File: config.mk
export PLATFORM = sky130hd
export DESIGN_NAME = strap_pin_ctrl
export DESIGN_NICKNAME = d
export VERILOG_FILES = /design/src/design/strap_pkg.sv /design/src/design/strap_latch.sv /design/src/design/strap_pin_ctrl.sv
export SDC_FILE = /design/constraint.sdc
export NUM_CORES = 1
export LEC_CHECK = 0
export BUFFER_PORTS_ARGS = -buffer_cell sky130_fd_sc_hd__buf_2
export CORE_ASPECT_RATIO = 1.5
export CORE_MARGIN = 10
export CORE_UTILIZATION = 25
export DETAILED_ROUTE_END_ITERATION = 8
export PLACE_DENSITY = 0.52
export REMOVE_ABC_BUFFERS = 1
export SYNTH_ARGS = -nofsm -noshare
export SYNTH_HDL_FRONTEND = slang
export SYNTH_SLANG_ARGS = --single-unit
File: constraint.sdc
create_clock -name clk_in -period 3.4 [get_ports clk_in]
set_clock_uncertainty 0.15 [all_clocks]
set_input_delay 0.17 -clock clk_in [delete_from_list [all_inputs] [get_ports clk_in]]
set_output_delay 0.17 -clock clk_in [all_outputs]
set_load 0.1 [all_outputs]
File: src/design/strap_pkg.sv
// Summary of operation
// - at reset release receive-data pins three, two and one are captured as station address bits zero, one and two.
// - at reset release the receive-data bit-zero pin is captured as the duplex setting.
// - at reset release the receive-data-valid pin is captured as the mode-select most significant bit.
// - at reset release the receive-clock pin is captured as the broadcast address disable setting.
// - at reset release the receive-error pin is captured as the isolate-from-MAC setting.
// - at reset release the interrupt pin is captured as the active-low pin-chain test select.
// - after capture, unless isolated, the shared pins are driven as receive data, data valid, receive clock and receive error.
// - the interrupt pin is a programmable open-drain active-low event output released to its pull-up.
// - the management clock comes from the master and the open-drain data line is sampled on its rising edges.
// - the device runs from its single timing reference on the clock input.
package strap_pkg;
   // clock figures
   localparam int CLK_HZ = 40_000_000;
   localparam int REF_CRYSTAL_HZ = 25_000_000;

   // strap vector layout
   localparam int STRAP_W = 8;
   localparam int S_ADDR0 = 0;
   localparam int S_ADDR1 = 1;
   localparam int S_ADDR2 = 2;
   localparam int S_DUPLEX = 3;
   localparam int S_MODE_MSB = 4;
   localparam int S_BCAST_OFF = 5;
   localparam int S_ISOLATE = 6;
   localparam int S_TEST_N = 7;
   localparam logic [STRAP_W-1:0] STRAP_RESET = 8'h00;

   // register byte addresses
   localparam logic [7:0] A_STRAP = 8'h00;
   localparam logic [7:0] A_CTRL = 8'h04;
   localparam logic [7:0] A_INT_STAT = 8'h08;
   localparam logic [7:0] A_INT_MASK = 8'h0C;

   // control fields
   localparam int CTRL_W = 3;
   localparam int C_ISOLATE = 0;
   localparam int C_BCAST_OFF = 1;
   localparam int C_EVT_EN = 2;
   localparam logic [CTRL_W-1:0] CTRL_RESET = 3'h0;

   // interrupt fields
   localparam int IRQ_W = 4;
   localparam int I_CAPTURED = 0;
   localparam int CORE_EVT_W = 3;
   localparam logic [IRQ_W-1:0] IRQ_RESET = 4'h0;

   localparam logic [31:0] ZERO_WORD = 32'h0000_0000;
   localparam logic [3:0] NIBBLE_ZERO = 4'h0;

   // start-up phase
   typedef enum logic [0:0] {
      PH_HOLD = 1'b0,
      PH_RUN = 1'b1
   } phase_t;
endpackage : strap_pkg

File: src/design/strap_latch.sv
`timescale 1ns/100ps
// holds a vector sampled once on a capture strobe
module strap_latch #(
   parameter int W = 8
) (
   input wire logic clk_in,
   input wire logic rst_n_in,
   input wire logic capture_in,
   input wire logic [W-1:0] pins_in,
   output logic [W-1:0] value_out
);
   typedef struct packed {
      logic [W-1:0] value;
   } latch_t;

   latch_t st_reg;
   latch_t st_next;

   // take the pin levels only on the strobe
   always_comb begin
      st_next = st_reg;
      if (capture_in) begin
         st_next.value = pins_in;
      end
   end

   // synchronous reset to a constant
   always_ff @(posedge clk_in) begin
      if (!rst_n_in) begin
         st_reg <= '0;
      end else begin
         st_reg <= st_next;
      end
   end

   assign value_out = st_reg.value;
endmodule : strap_latch

File: src/design/strap_pin_ctrl.sv
// Added by the designer: the register addresses and the AHB-Lite slave port.
`timescale 1ns/100ps
// strap capture, shared pin roles and a small AHB-Lite register file
module strap_pin_ctrl (
   input wire logic clk_in,
   input wire logic rst_n_in,
   // ahb-lite slave
   input wire logic hsel,
   input wire logic [31:0] haddr,
   input wire logic [1:0] htrans,
   input wire logic hwrite,
   input wire logic [2:0] hsize,
   input wire logic [31:0] hwdata,
   input wire logic hready,
   output logic hreadyout,
   output logic hresp,
   output logic [31:0] hrdata,
   // shared receive pins
   input wire logic [3:0] rxd_in,
   output logic [3:0] rxd_out,
   output logic [3:0] rxd_oe_n_out,
   input wire logic rxdv_in,
   output logic rxdv_out,
   output logic rxdv_oe_n_out,
   input wire logic rxc_in,
   output logic rxc_out,
   output logic rxc_oe_n_out,
   input wire logic rxer_in,
   output logic rxer_out,
   output logic rxer_oe_n_out,
   // open-drain event pin
   input wire logic event_n_in,
   output logic event_out_n,
   output logic event_oe_n_out,
   // management pins
   input wire logic mdc_in,
   input wire logic mdio_in,
   output logic mdio_out,
   output logic mdio_oe_n_out,
   // transmit pins from the mac
   input wire logic txen_in,
   input wire logic [3:0] txd_in,
   // core side
   input wire logic [3:0] core_rxd_in,
   input wire logic core_rxdv_in,
   input wire logic core_rxc_in,
   input wire logic core_rxer_in,
   input wire logic [strap_pkg::CORE_EVT_W-1:0] core_event_in,
   input wire logic mgmt_drive_in,
   input wire logic mgmt_bit_in,
   output logic mgmt_bit_out,
   output logic mgmt_valid_out,
   output logic core_txen_out,
   output logic [3:0] core_txd_out,
   output logic [2:0] management_station_address_out,
   output logic duplex_out,
   output logic mode_select_strap_msb_out,
   output logic broadcast_disable_out,
   output logic isolate_out,
   output logic pin_chain_test_out,
   output logic irq_out
);
   typedef struct packed {
      strap_pkg::phase_t phase;
      logic [3:0] rxd;
      logic rxdv;
      logic rxc;
      logic rxer;
      logic mii_oe_n;
      logic evt_oe_n;
      logic mdc_prev;
      logic mgmt_bit;
      logic mgmt_valid;
      logic mdio_oe_n;
      logic txen;
      logic [3:0] txd;
      logic [strap_pkg::CTRL_W-1:0] ctrl;
      logic [strap_pkg::IRQ_W-1:0] int_stat;
      logic [strap_pkg::IRQ_W-1:0] int_mask;
      logic irq;
      logic wr_pend;
      logic [7:0] wr_addr;
      logic [31:0] rdata;
   } st_t;

   st_t st_reg;
   st_t st_next;
   logic capture;
   logic [strap_pkg::STRAP_W-1:0] strap_pins;
   logic [strap_pkg::STRAP_W-1:0] strap_val;
   logic addr_phase;
   logic [strap_pkg::IRQ_W-1:0] evt_set;
   logic [strap_pkg::IRQ_W-1:0] w1c;

   // sample at the first edge after reset release, pins still undriven
   assign capture = (st_reg.phase == strap_pkg::PH_HOLD);
   assign strap_pins = {event_n_in, rxer_in, rxc_in, rxdv_in, rxd_in[0], rxd_in[1], rxd_in[2], rxd_in[3]};

   // captured straps
   strap_latch #(
      .W(strap_pkg::STRAP_W)
   ) u_straps (
      .clk_in(clk_in),
      .rst_n_in(rst_n_in),
      .capture_in(capture),
      .pins_in(strap_pins),
      .value_out(strap_val)
   );

   assign addr_phase = hsel && htrans[1] && hready;
   assign evt_set = {core_event_in, capture};
   assign w1c = (st_reg.wr_pend && st_reg.wr_addr == strap_pkg::A_INT_STAT) ? hwdata[strap_pkg::IRQ_W-1:0] :
      strap_pkg::IRQ_RESET;

   // next-state logic
   always_comb begin
      st_next = st_reg;
      st_next.mgmt_valid = 1'b0;
      // leave hold after one capture edge, preload control from the pins
      if (capture) begin
         st_next.phase = strap_pkg::PH_RUN;
         st_next.ctrl[strap_pkg::C_ISOLATE] = rxer_in;
         st_next.ctrl[strap_pkg::C_BCAST_OFF] = rxc_in;
      end
      // receive pins driven from the core after capture unless isolated
      if (st_reg.phase == strap_pkg::PH_RUN) begin
         st_next.rxd = core_rxd_in;
         st_next.rxdv = core_rxdv_in;
         st_next.rxc = core_rxc_in;
         st_next.rxer = core_rxer_in;
         st_next.mii_oe_n = st_reg.ctrl[strap_pkg::C_ISOLATE];
      end
      // transmit inputs registered toward the core
      st_next.txen = txen_in;
      st_next.txd = txd_in;
      // management bits sampled on rising mdc
      st_next.mdc_prev = mdc_in;
      if (mdc_in && !st_reg.mdc_prev) begin
         st_next.mgmt_bit = mdio_in;
         st_next.mgmt_valid = 1'b1;
      end
      st_next.mdio_oe_n = !(mgmt_drive_in && !mgmt_bit_in && st_reg.phase == strap_pkg::PH_RUN);
      // sticky events, set wins over a write-one clear
      st_next.int_stat = (st_reg.int_stat & ~w1c) | evt_set;
      st_next.irq = |(st_next.int_stat & st_reg.int_mask);
      // pull the event pin low while enabled and an unmasked event is pending
      st_next.evt_oe_n = !(st_next.irq && st_reg.ctrl[strap_pkg::C_EVT_EN] &&
         st_reg.phase == strap_pkg::PH_RUN);
      // write data phase
      if (st_reg.wr_pend) begin
         if (st_reg.wr_addr == strap_pkg::A_CTRL) begin
            st_next.ctrl = hwdata[strap_pkg::CTRL_W-1:0];
         end else if (st_reg.wr_addr == strap_pkg::A_INT_MASK) begin
            st_next.int_mask = hwdata[strap_pkg::IRQ_W-1:0];
         end
      end
      // address phase: latch writes, prepare read data
      st_next.wr_pend = addr_phase && hwrite;
      st_next.wr_addr = haddr[7:0];
      if (addr_phase && !hwrite) begin
         if (haddr[7:0] == strap_pkg::A_STRAP) begin
            st_next.rdata = {24'h00_0000, strap_val};
         end else if (haddr[7:0] == strap_pkg::A_CTRL) begin
            st_next.rdata = {29'h0000_0000, st_reg.ctrl};
         end else if (haddr[7:0] == strap_pkg::A_INT_STAT) begin
            st_next.rdata = {28'h000_0000, st_reg.int_stat};
         end else if (haddr[7:0] == strap_pkg::A_INT_MASK) begin
            st_next.rdata = {28'h000_0000, st_reg.int_mask};
         end else begin
            st_next.rdata = strap_pkg::ZERO_WORD;
         end
      end
   end

   // state register, pins released during reset
   always_ff @(posedge clk_in) begin
      if (!rst_n_in) begin
         st_reg <= '0;
         st_reg.phase <= strap_pkg::PH_HOLD;
         st_reg.mii_oe_n <= 1'b1;
         st_reg.evt_oe_n <= 1'b1;
         st_reg.mdio_oe_n <= 1'b1;
         st_reg.ctrl <= strap_pkg::CTRL_RESET;
         st_reg.int_stat <= strap_pkg::IRQ_RESET;
         st_reg.int_mask <= strap_pkg::IRQ_RESET;
      end else begin
         st_reg <= st_next;
      end
   end

   // outputs straight from the state register or tied to constants
   assign hreadyout = 1'b1;
   assign hresp = 1'b0;
   assign hrdata = st_reg.rdata;
   assign rxd_out = st_reg.rxd;
   assign rxd_oe_n_out = {4{st_reg.mii_oe_n}};
   assign rxdv_out = st_reg.rxdv;
   assign rxdv_oe_n_out = st_reg.mii_oe_n;
   assign rxc_out = st_reg.rxc;
   assign rxc_oe_n_out = st_reg.mii_oe_n;
   assign rxer_out = st_reg.rxer;
   assign rxer_oe_n_out = st_reg.mii_oe_n;
   assign event_out_n = 1'b0;
   assign event_oe_n_out = st_reg.evt_oe_n;
   assign mdio_out = 1'b0;
   assign mdio_oe_n_out = st_reg.mdio_oe_n;
   assign mgmt_bit_out = st_reg.mgmt_bit;
   assign mgmt_valid_out = st_reg.mgmt_valid;
   assign core_txen_out = st_reg.txen;
   assign core_txd_out = st_reg.txd;
   // decoded strap values, control bits and the interrupt, the timing reference being clk_in
   assign management_station_address_out = {strap_val[strap_pkg::S_ADDR2], strap_val[strap_pkg::S_ADDR1],
      strap_val[strap_pkg::S_ADDR0]};
   assign duplex_out = strap_val[strap_pkg::S_DUPLEX];
   assign mode_select_strap_msb_out = strap_val[strap_pkg::S_MODE_MSB];
   assign broadcast_disable_out = st_reg.ctrl[strap_pkg::C_BCAST_OFF];
   assign isolate_out = st_reg.ctrl[strap_pkg::C_ISOLATE];
   assign pin_chain_test_out = !strap_val[strap_pkg::S_TEST_N];
   assign irq_out = st_reg.irq;
endmodule : strap_pin_ctrl

# --- Word-level counts from Yosys, hierarchy flattened ---
# Cells that the tools add are included.
classes:
  n_eq_ne: 6
  mux: 15
  bitwise_logic: 6
  reduce_logical: 20
ops:
  columns: ["op", "n"]
  rows:
  - ["$mux 72", 1]
  - ["$eq 8x4->1 const B", 4]
  - ["$mux 32", 1]
  - ["$mux 4", 7]
  - ["$eq 8x3->1 const B", 2]
  - ["$mux 8", 2]
  - ["$logic_and 1x1->1", 10]
  - ["$and 4x4->4", 2]
  - ["$logic_not 8->1", 1]
  - ["$logic_not 1->1", 6]
  - ["$mux 3", 2]
  - ["$mux 2", 2]
  - ["$not 4->4", 1]
  - ["$or 4x4->4", 1]
  - ["$reduce_or 4->1", 1]
  - ["$reduce_and 3->1", 1]
  - ["$not 1->1", 2]
  - ["$reduce_and 2->1", 1]
totals:
  reg_bits: 80
  in_bits: 101
  out_inout_bits: 68

# --- Longest topological paths before layout ---
# Gate-level depths: netlist (run 1).
depth:
  word_depth: 12
  mapped_depth: 5
  mapped_depth_nobuf: 4

# --- Hierarchy ---
# Synthesis (run 1) repeated with hierarchy kept, for this count alone.
unflattened:
  cells_unflattened: 256
  hier_area_um2: 2534.9
modules_own_cells:
  columns: ["module", "instances", "cells_each", "area_each_um2"]
  rows:
  - ["strap_pin_ctrl", 1, 231, 2233.4]
  - ["strap_latch", 1, 25, 301.5]

# --- Worst setup path after synthesis (run 1) ---
# No wires, ideal clock.
synth_timing:
  path_type: "reg2reg"
  start: "register st_reg[37] (netlist name)"
  end: "register st_reg (netlist bit isolate_out)"
  arrival_time_ps: 1679
  path_slack_ps: 1480
  stages_incl_launch_ff: 5
  n_path_buf: 1
  synth_period_minus_slack_ps: 1920
  path_cell_list: "dfxtp_1 -> or4_4 -> or4b_1 -> buf_2 -> a311oi_1"
synth_via:
  elab_chain_len: 3
synth_rtl:
  columns: ["item", "line", "rtl"]
  rows:
  - ["start: declaration", "strap_pin_ctrl.sv:86", "st_t st_reg;"]
  - ["start signal: assignment", "strap_pin_ctrl.sv:187", "st_reg <= st_next;"]
  - ["$eq 8x3->1", "strap_pin_ctrl.sv:151", "if (st_reg.wr_addr == strap_pkg::A_CTRL) begin"]
  - ["$mux 3", "strap_pin_ctrl.sv:151", null]
  - ["$mux 3", "strap_pin_ctrl.sv:150", "if (st_reg.wr_pend) begin"]
# No other way between the ends.
# A chain may end at the register's enable or synchronous reset.

# --- Worst setup path in the final report (run 1) ---
layout_timing:
  start: "input port hwrite"
  end: "register st_reg (netlist bit hrdata[6])"
layout_via:
  elab_chain_len: 2
layout_rtl:
  columns: ["item", "line", "rtl"]
  rows:
  - ["start: declaration", "strap_pin_ctrl.sv:11", "input wire logic hwrite,"]
  - ["$logic_not 1->1", "strap_pin_ctrl.sv:160", "if (addr_phase && !hwrite) begin"]
  - ["$logic_and 1x1->1", "strap_pin_ctrl.sv:160", null]
# No other way between the ends.

==> impl_metrics.json, run 1 <==
{
  "numCtsBuffers": 5,
  "synth_edf_count": 0,
  "synth.most_common_cell": "dfxtp_1",
  "finalCritPeriodShare_pct": 67.2,
  "finalPower_mw": 1.67,
  "wl_per_cell_um": 14.4,
  "ant_nets": 0,
  "synth_common_cells": "56 x dfxtp_1, 53 x buf_4, 25 x nor2_1",
  "largest_reg_flops": 20,
  "ys_types": 36,
  "synthTopCellsByArea": "dfxtp_1 45%, buf_4 16%, mux2i_1 8.1%",
  "drv_cap": 0,
  "dp_hpwl_mm": 5.14,
  "status": "finished clean",
  "gr-total-overflow": 0,
  "die_w_um": 101,
  "post_dp_cell_area_um2": 2730,
  "num_rows": 44,
  "period_needed_ns": 2.29,
  "setup-violations-final": 0,
  "fin_util_pct": 33.2,
  "drtIter0Drc": 104,
  "hold_class": "input port to flip-flop",
  "via_per_inst": 4.16,
  "crit_start": "hwrite",
  "port-buffer-count": 84,
  "cts_tree": "built",
  "cts_max_path_buffers": 2,
  "seqPwrFrac_pct": 41.9,
  "post-cts-setup-buffers": 0,
  "ys_warn_count": 0,
  "syn_area_um2": 2480,
  "yosys.area.top_type": "dfxtp_1",
  "synthArstFlopShare_pct": 0,
  "ctsHtreeMaxLevel": 2,
  "p_per_area_nw_per_um2": 520,
  "core_region_area_um2": 9690,
  "first_pass_iters": 4,
  "p_int_mw": 1.07,
  "crit_type": "input port to flip-flop",
  "cp-end-kind": "flip-flop",
  "syn_area_per_cell_um2": 9.53,
  "maxSlewHeadroom_pct": 45.6,
  "dr_total_vias": 1948,
  "cts.sinks": 56,
  "dieArea_um2": 14400,
  "ys_seq_area_share_pct": 45.3,
  "synth_top_area_share_pct": 45.3,
  "rsz0062_at_grt": "no",
  "worst_pin_slew_ns": 0.808,
  "root_buffer": "clkbuf_16",
  "antenna_found_initial": 0,
  "r2r_start": "st_reg[37]$_SDFF_PN0_",
  "fin_area_um2": 3220,
  "synthCells": 260,
  "p_comb_share_pct": 26.6,
  "grt_max_degree": 30,
  "io_pins": 169,
  "netSwitchingFraction_pct": 36.2,
  "fmax_ghz": 0.438,
  "grt_pass1_wl_mm": 10.4,
  "synth_seq_cells": 56,
  "first_global_vias": 2029,
  "hold_buffers": 34,
  "critPathArrivalTime_ns": 2.37,
  "power_switching_mw": 0.604,
  "wirelength_mm": 6.75,
  "final_nets": 453,
  "drive_above_1_share_pct": 29.2,
  "drc": 0,
  "area_delta_synth_final_pct": 29.8,
  "p_clk_share_pct": 31.6,
  "gp_congestion": 0.781,
  "start_util_pct": 25.6,
  "cts_resized": 0,
  "finalHoldViolCount": 0,
  "setup-tns-final_ns": 0,
  "path_clk_slew_ns": 0.07,
  "critPathLaunchType": "input port",
  "worstPathRequired_ns": 3.48,
  "drv_slew": 0,
  "n_antenna_cell": 0,
  "clk_latency_ns": 0.29,
  "ir_drop_v": 0.000202,
  "die_h_um": 142,
  "worstPathMaxFanout": 9,
  "synth_ff_type": "dfxtp_1",
  "p_leak_nw": 1.46,
  "grtUsageTotal_pct": 9.17,
  "min_from": "rxc_in"
}
[power groups by stage]
stage                     Sequential (mW)  Clock, mW  Combinational [mW]
after CTS                           0.700      0.554               0.447
after global placement              0.714          0               0.414
after floorplan                     0.867          0               0.188
after detailed placement            0.715          0               0.417
final                               0.700      0.528               0.444
after global routing                0.703      0.579               0.464
[worst max-delay path, cell delays in order]
cell and delay (ns):
dlygate4sd3_1 0.53, buf_2 0.14, nand4b_1 0.43, nor4_1 0.83, a22oi_1 0.14, nor2_1 0.12
[per-stage QoR]
stage                     hold slack (ns)  setup slack, ns  std cells
after floorplan                    0.0477            -1.98        225
after global placement              0.221             1.27        426
after detailed placement            0.218             1.23        426
after CTS                          0.0101            0.979        468
after global routing               0.0347            0.819        468
final                              0.0134             1.11        468
[final cells by class]
class                      count  area (um2)
clock buffer                   7         143
clock inverter                 1        7.51
fill                         999        6470
inverter                       5        18.8
multi-input combinational    164        1010
sequential                    56        1120
tap                          115         144
timing repair buffer         120         776
[layer usage]
| metal | up-vias | GRT usage, % | wire length [um] | share of wire (%) |
|---|---|---|---|---|
| li1 | 970 | - | - | - |
| met1 | 892 | 9.30 | 2510 | 37 |
| met2 | 77 | 16.0 | 3380 | 50 |
| met3 | 9 | 3.74 | 715 | 11 |
| met4 | 0 | 3.90 | 148 | 2.2 |
| met5 | - | 0 | 0 | 0 |
[final timing paths]
path	slack (ns)	end	depth (start not counted)
worst min-delay path	0.01	u_straps.value_out[5]$_SDFFE_PN0N_	3
worst max register to register	1.32	st_reg[48]$_SDFF_PN0_	4
worst max-delay path	1.11	hrdata[6]$_SDFFE_PN0P_	6
worst min register to register	0.30	hrdata[0]$_SDFFE_PN0P_	2
[layout by cell type (no fill, tap or decap)]
cell type,synthesis,final
nor3_1,1,1
o2111ai_1,1,1
o22ai_1,1,1
mux2i_1,20,20
clkinvlp_4,0,1
clkbuf_1,4,1
buf_4,53,2
dlygate4sd3_1,0,34
a22oi_1,4,4
inv_2,1,1
or3_1,1,1
a21boi_0,4,4
o21ai_0,8,8
a31oi_1,1,1
clkbuf_16,0,5
nand4_1,1,1
mux4_2,3,3
nor2_1,25,25
or4_4,1,1
a21bo_2,1,1
nor2b_1,9,9
nand2_1,13,13
a21oi_1,6,6
or4_1,1,1
conb_1,2,28
inv_1,4,4
a311oi_1,2,2
dfxtp_1,56,56
and2_1,15,15
nand3_1,6,6
or3b_2,1,1
buf_2,1,84
or4b_1,1,1
nand4b_1,2,2
clkbuf_8,0,1
o21a_1,4,4
or2_2,2,2
nor4_1,1,1
nor3_2,1,1
[cells by family (layout without fill, tap and decap cells)]
kind of cell / Yosys count / count (layout) / synth area share (%)
AND/OR/NAND/NOR: 81 / 81 / 17.1
buffers and inverters: 66 / 133 / 18.1
flip-flops: 56 / 56 / 45.3
AO/OA/AOI/OAI: 32 / 32 / 8.44
multiplexers: 23 / 23 / 10.8
other: 2 / 28 / 0.303
No activity file was read; power rests on OpenSTA's default activity.
==> run 2: changes to the inputs <==
--- a/config.mk
+++ b/config.mk
@@ -5,12 +5,13 @@
 export SDC_FILE = /design/constraint.sdc
 export NUM_CORES = 1
 export LEC_CHECK = 0
+export ABC_AREA = 1
 export BUFFER_PORTS_ARGS = -buffer_cell sky130_fd_sc_hd__buf_2
 export CORE_ASPECT_RATIO = 1.5
 export CORE_MARGIN = 10
 export CORE_UTILIZATION = 25
 export DETAILED_ROUTE_END_ITERATION = 8
-export PLACE_DENSITY = 0.52
+export PLACE_DENSITY = 0.51
 export REMOVE_ABC_BUFFERS = 1
 export SYNTH_ARGS = -nofsm -noshare
 export SYNTH_HDL_FRONTEND = slang
==> constraint.sdc (replaced) <==
create_clock -name clk_in -period 2.3 [get_ports clk_in]
set_clock_uncertainty 0.15 [all_clocks]
set_input_delay 0.115 -clock clk_in [delete_from_list [all_inputs] [get_ports clk_in]]
set_output_delay 0.115 -clock clk_in [all_outputs]
set_load 0.1 [all_outputs]
==> run 2 against run 1 <==
  * First-iteration DRC count is 49% lower
  * Cell count rose by 18%
  * Routed wire length is 6.9% higher
  * Sequential cell count unchanged
  * Total power increased by 51%
  * Area after synthesis grew 5.1%
  * Final area rose by 5.9%
  * Critical path type is now flip-flop to flip-flop
  * Sequential share of layout area decreased by 1.9 points
  * Worst setup slack lost 0.69 ns
  * Clock power up 49%
  * Global-route usage increased by 0.31 points
  * Register-to-register slack worse by 0.90 ns
==> impl_metrics.json, run 2 <==
{
  "synthArstFlopShare_pct": 0,
  "n_antenna_cell": 0,
  "synthTopCellsByArea": "dfxtp_1 43%, buf_4 15%, nand2_1 6.8%",
  "critPathArrivalTime_ns": 1.91,
  "r2r-end": "mdio_oe_n_out$_SDFF_PN1_",
  "dieArea_um2": 15000,
  "fin_util_pct": 33.6,
  "area_delta_synth_final_pct": 30.9,
  "final_cells": 554,
  "critPathLaunchType": "flip-flop",
  "fillerInstances": 1089,
  "grt_pass1_wl_mm": 11.3,
  "antenna_found_initial": 0,
  "final_nets": 537,
  "numCtsBuffers": 5,
  "crit_type": "flip-flop to flip-flop",
  "core_region_area_um2": 10100,
  "die_w_um": 103,
  "dr_total_vias": 2278,
  "post-cts-setup-buffers": 0,
  "root_buffer": "clkbuf_16",
  "drc": 0,
  "status": "finished clean",
  "ys_seq_area_share_pct": 43.1,
  "largest_reg_flops": 20,
  "grt_max_degree": 31,
  "drive_above_1_share_pct": 27.0,
  "synthCells": 338,
  "drv_cap": 0,
  "worstPathRequired_ns": 2.33,
  "first_global_vias": 2312,
  "io_pins": 169,
  "ctsHtreeMaxLevel": 2,
  "first_pass_iters": 4,
  "ir_drop_v": 0.000400,
  "syn_area_per_cell_um2": 7.70,
  "via_per_inst": 4.11,
  "layout_setup_ws_ns": 0.422,
  "setup-violations-final": 0,
  "reg2reg_slack_ns": 0.42,
  "hold_end": "st_reg[45]$_SDFFE_PN0P_",
  "drtIter0Drc": 53,
  "cp-end-kind": "flip-flop",
  "final_cell_mix": "84 x buf_2, 56 x dfxtp_1, 47 x nand2_1, 41 x dlygate4sd3_1",
  "final_common_cell": "buf_2",
  "synth.most_common_cell": "dfxtp_1",
  "cts_resized": 0,
  "dp.cells": 505,
  "drv_slew": 0,
  "synth_ff_type": "dfxtp_1",
  "path_clk_slew_ns": 0.07,
  "ant_nets": 0,
  "holdPathStages": 3,
  "crit_start": "st_reg[71]$_DFF_P_",
  "synth_seq_cells": 56,
  "finalCritPeriodShare_pct": 81.6,
  "gp_congestion": 0.748,
  "period_needed_ns": 1.88,
  "synth_common_cells": "56 x dfxtp_1, 53 x buf_4, 47 x nand2_1",
  "p_per_area_nw_per_um2": 741,
  "cts_tree": "built",
  "hold_class": "input port to flip-flop",
  "reg2regPathDepth": 4,
  "setup-tns-final_ns": 0,
  "whs_ns": 0.00484,
  "wl_per_cell_um": 13.0,
  "fmax_ghz": 0.533,
  "finalHoldViolCount": 0,
  "syn_area_um2": 2600,
  "yosys.area.top_type": "dfxtp_1",
  "ys_types": 25,
  "cts_max_path_buffers": 2,
  "grtUsageTotal_pct": 9.49,
  "ys_warn_count": 0,
  "num_rows": 45,
  "gr-total-overflow": 0,
  "post-place-ws_ns": 0.848,
  "fin_area_um2": 3410,
  "die_h_um": 145,
  "start_util_pct": 25.7,
  "worstPathMaxFanout": 12,
  "synth_edf_count": 0,
  "wirelength_mm": 7.22,
  "port-buffer-count": 84,
  "p_leak_nw": 1.69,
  "min_from": "hwdata[3]",
  "dp_hpwl_mm": 5.51,
  "r2r_start": "st_reg[71]$_DFF_P_",
  "rsz0062_at_grt": "no",
  "post_dp_cell_area_um2": 2850,
  "hold_buffers": 41,
  "cts.sinks": 56,
  "synth_top_area_share_pct": 43.1,
  "clk_latency_ns": 0.29,
  "finalPower_mw": 2.52
}
[run 2: changes by cell type in the layout (fill, tap and decap cells not counted), moves of 15 or more]
| cell | previous run | this run |
|---|---|---|
| a21oi_1 | 6 | 26 |
| mux2i_1 | 20 | 0 |
| and2_1 | 15 | 0 |
| inv_1 | 4 | 34 |
| nand2_1 | 13 | 47 |
| nand3_1 | 6 | 25 |
[run 2: layer usage]
layer | track usage, % | up-vias | wire length (um)
li1 | - | 1172 | -
met1 | 9.77 | 1019 | 2790
met2 | 16.8 | 83 | 3710
met3 | 3.61 | 4 | 664
met4 | 3.14 | 0 | 63
met5 | 0 | - | 0
[run 2: where the power goes]
| group | internal (mW) | leakage (nW) | switching (mW) |
|---|---|---|---|
| clock | 0.435 | 0.0701 | 0.351 |
| combinational | 0.128 | 1.16 | 0.571 |
| sequential | 1.01 | 0.462 | 0.0252 |
| total | 1.58 | 1.69 | 0.947 |
[run 2: final cells by class]
type / count / area [um2] / share of cell area [%]
Clock buffer: 7 / 143 / 4.19
Inverter: 42 / 159 / 4.67
Timing Repair Buffer: 127 / 846 / 24.8
Multi-Input combinational cell: 204 / 983 / 28.9
Clock inverter: 1 / 7.51 / 0.220
Tap cell: 117 / 146 / 4.30
Sequential cell: 56 / 1120 / 32.9
[run 2: worst max path at each step]
stage | slack [ns] | to | depth (start not counted)
6_report | 0.42 | mdio_oe_n_out$_SDFF_PN1_ | 4
5_1_grt | 0.27 | mdio_oe_n_out$_SDFF_PN1_ | 4
4_1_cts | 0.42 | st_reg[40]$_SDFF_PN0_ | 6
3_5_place_dp | 0.85 | broadcast_disable_out$_SDFF_PN0_ | 4
3_3_place_gp | 0.85 | irq_out$_SDFF_PN0_ | 10
2_1_floorplan | -3.03 | rxc_oe_n_out$_SDFFE_PN1P_ | 2
[run 2: kinds of logic (layout without fill, tap and decap cells)]
| kind of cell | Yosys count | after routing | synth area share, % |
|---|---|---|---|
| simple gates | 124 | 124 | 23.3 |
| buf+inv | 104 | 177 | 22.9 |
| flops | 56 | 56 | 43.1 |
| compound gates | 52 | 52 | 10.4 |
| other cells | 2 | 28 | 0.289 |
[run 2: worst max-delay path: stages (launching register included)]
cell and delay [ns]:
dfxtp_1 0.55, inv_1 0.29, nor2_1 0.15, nand3_1 0.07
dlygate4sd3_1 0.55
==> run 3: changes to the inputs <==
==> constraint.sdc (replaced) <==
create_clock -name clk_in -period 1.92 [get_ports clk_in]
set_clock_uncertainty 0.15 [all_clocks]
set_input_delay 0.096 -clock clk_in [delete_from_list [all_inputs] [get_ports clk_in]]
set_output_delay 0.096 -clock clk_in [all_outputs]
set_load 0.1 [all_outputs]
==> run 3 against run 2 <==
  * Die area stayed put
  * Total power is 20% higher
  * Critical path depth stayed put
  * Combinational power is 21% higher
  * Clock-buffer cell count is 1 lower
  * Maximum frequency is 5.1% higher
  * Global-route usage is 0.14 points higher
  * Sequential cell count stayed put
  * Hold slack better by 0.15 ns
  * Clock power is 19% higher
==> impl_metrics.json, run 3 (synthesis results as in run 2) <==
{
  "status": "finished clean",
  "period_needed_ns": 1.79,
  "crit_type": "flip-flop to flip-flop",
  "p_per_area_nw_per_um2": 880,
  "cp-end-kind": "flip-flop",
  "layout_setup_ws_ns": 0.133,
  "drtIter0Drc": 71,
  "crit_slowest_cell": "dfxtp_1",
  "core_region_area_um2": 10100,
  "io_pins": 169,
  "worstPathMaxFanout": 10,
  "ctsHtreeMaxLevel": 2,
  "p_leak_nw": 1.70,
  "area_delta_synth_final_pct": 31.7,
  "first_global_vias": 2357,
  "worst_pin_slew_ns": 0.511,
  "root_buffer": "clkbuf_16",
  "cts_max_path_buffers": 2,
  "grt_max_degree": 32,
  "grt_pass1_wl_mm": 11.4,
  "drv_cap": 0,
  "worstPathCellList": "clkinvlp_4, nor2_1, nand3_1, dlygate4sd3_1",
  "critPathLaunchType": "flip-flop",
  "n_antenna_cell": 0,
  "dieArea_um2": 15000,
  "port-buffer-count": 84,
  "clk_latency_ns": 0.29,
  "reg2reg_slack_ns": 0.13,
  "final_nets": 539,
  "final_cell_mix": "84 x buf_2, 56 x dfxtp_1, 47 x nand2_1, 42 x dlygate4sd3_1, 34 x nor2_1",
  "start_util_pct": 25.7,
  "gr-total-overflow": 0,
  "cts.sinks": 56,
  "via_per_inst": 4.09,
  "seqPwrFrac_pct": 41.2,
  "drc": 0,
  "setup-violations-final": 0,
  "cts_tree": "built",
  "critPathMaxStageDelay_ns": 0.57,
  "first_pass_iters": 4,
  "die_h_um": 145,
  "p_int_mw": 1.89,
  "ir_drop_v": 0.000496,
  "wl_per_cell_um": 13.0,
  "gp_congestion": 0.751,
  "p_comb_share_pct": 27.9,
  "dp.cells": 505,
  "p_clk_share_pct": 30.9,
  "power_switching_mw": 1.13,
  "critPathArrivalTime_ns": 1.82,
  "setup-tns-final_ns": 0,
  "final_common_cell": "buf_2",
  "drive_above_1_share_pct": 27.4,
  "antenna_found_initial": 0,
  "finalCritPeriodShare_pct": 93.1,
  "netSwitchingFraction_pct": 37.5,
  "ant_nets": 0,
  "drv_slew": 0,
  "finalHoldViolCount": 0,
  "worstPathRequired_ns": 1.95,
  "maxSlewHeadroom_pct": 66.2,
  "grtUsageTotal_pct": 9.63,
  "largest_reg_flops": 20,
  "dr_total_vias": 2272,
  "dp_hpwl_mm": 5.48,
  "die_w_um": 103,
  "fmax_ghz": 0.560,
  "hold_class": "input port to flip-flop",
  "numCtsBuffers": 5,
  "post-place-ws_ns": 0.454,
  "num_rows": 45,
  "wirelength_mm": 7.20,
  "path_clk_slew_ns": 0.07,
  "final_cells": 555
}
run 3: what timing repair did:
item                                    CTS  global route
endpoints found under the setup margin    0             2
endpoints found under the hold margin    44             0
hold buffers                             42             0
resized for setup                         0             2
buffers inserted                          0             1
run 3: power by group through the flow:
stage                     logic (mW)  clock network [mW]  registers, mW
after global routing           0.884                1.01           1.25
after global placement         0.769                   0           1.27
after detailed placement       0.772                   0           1.27
after CTS                      0.839               0.985           1.24
final                          0.843               0.932           1.24
after floorplan                0.342                   0           1.56
run 3: final cells by class:
cell class | count | area, um2
fill | 1078 | 6710
multi-input combinational | 204 | 983
timing repair buffer | 129 | 867
tap | 117 | 146
inverter | 42 | 163
clock buffer | 6 | 139
clock inverter | 1 | 8.76
sequential | 56 | 1120
run 3: per-stage QoR:
step	utilization, %	power [mW]	hold slack (ns)	cell area, um2
after floorplan	-	1.90	-0.0263	2260
after global placement	28.1	2.04	0.128	2850
after detailed placement	28.1	2.04	0.130	2850
after CTS	33.7	3.07	0.149	3410
after global routing	33.8	3.14	0.175	3430
final	33.8	3.02	0.152	3430
run 3: metal layers:
layer | global-route usage (%) | vias up | routed length, um
li1 | - | 1176 | -
met1 | 9.74 | 1013 | 2760
met2 | 17.1 | 75 | 3690
met3 | 3.65 | 8 | 626
met4 | 3.42 | 0 | 119
met5 | 0 | - | 0
run 3: path summary, 6_finish.rpt:
path,cells past startpoint,from,end
max,4,st_reg[71]$_DFF_P_,mdio_oe_n_out$_SDFF_PN1_
min,5,htrans[1],hrdata[7]$_SDFFE_PN0P_
max reg2reg,4,st_reg[71]$_DFF_P_,mdio_oe_n_out$_SDFF_PN1_
min reg2reg,1,st_reg[61]$_SDFF_PN0_,mgmt_valid_out$_SDFF_PN0_
run 3: worst max-delay path: cells and delay by family, from the launching register on:
family,cells,cell delay (ns)
buffers and inverters,2,0.76
flip-flops,1,0.57
AND/OR/NAND/NOR,2,0.18
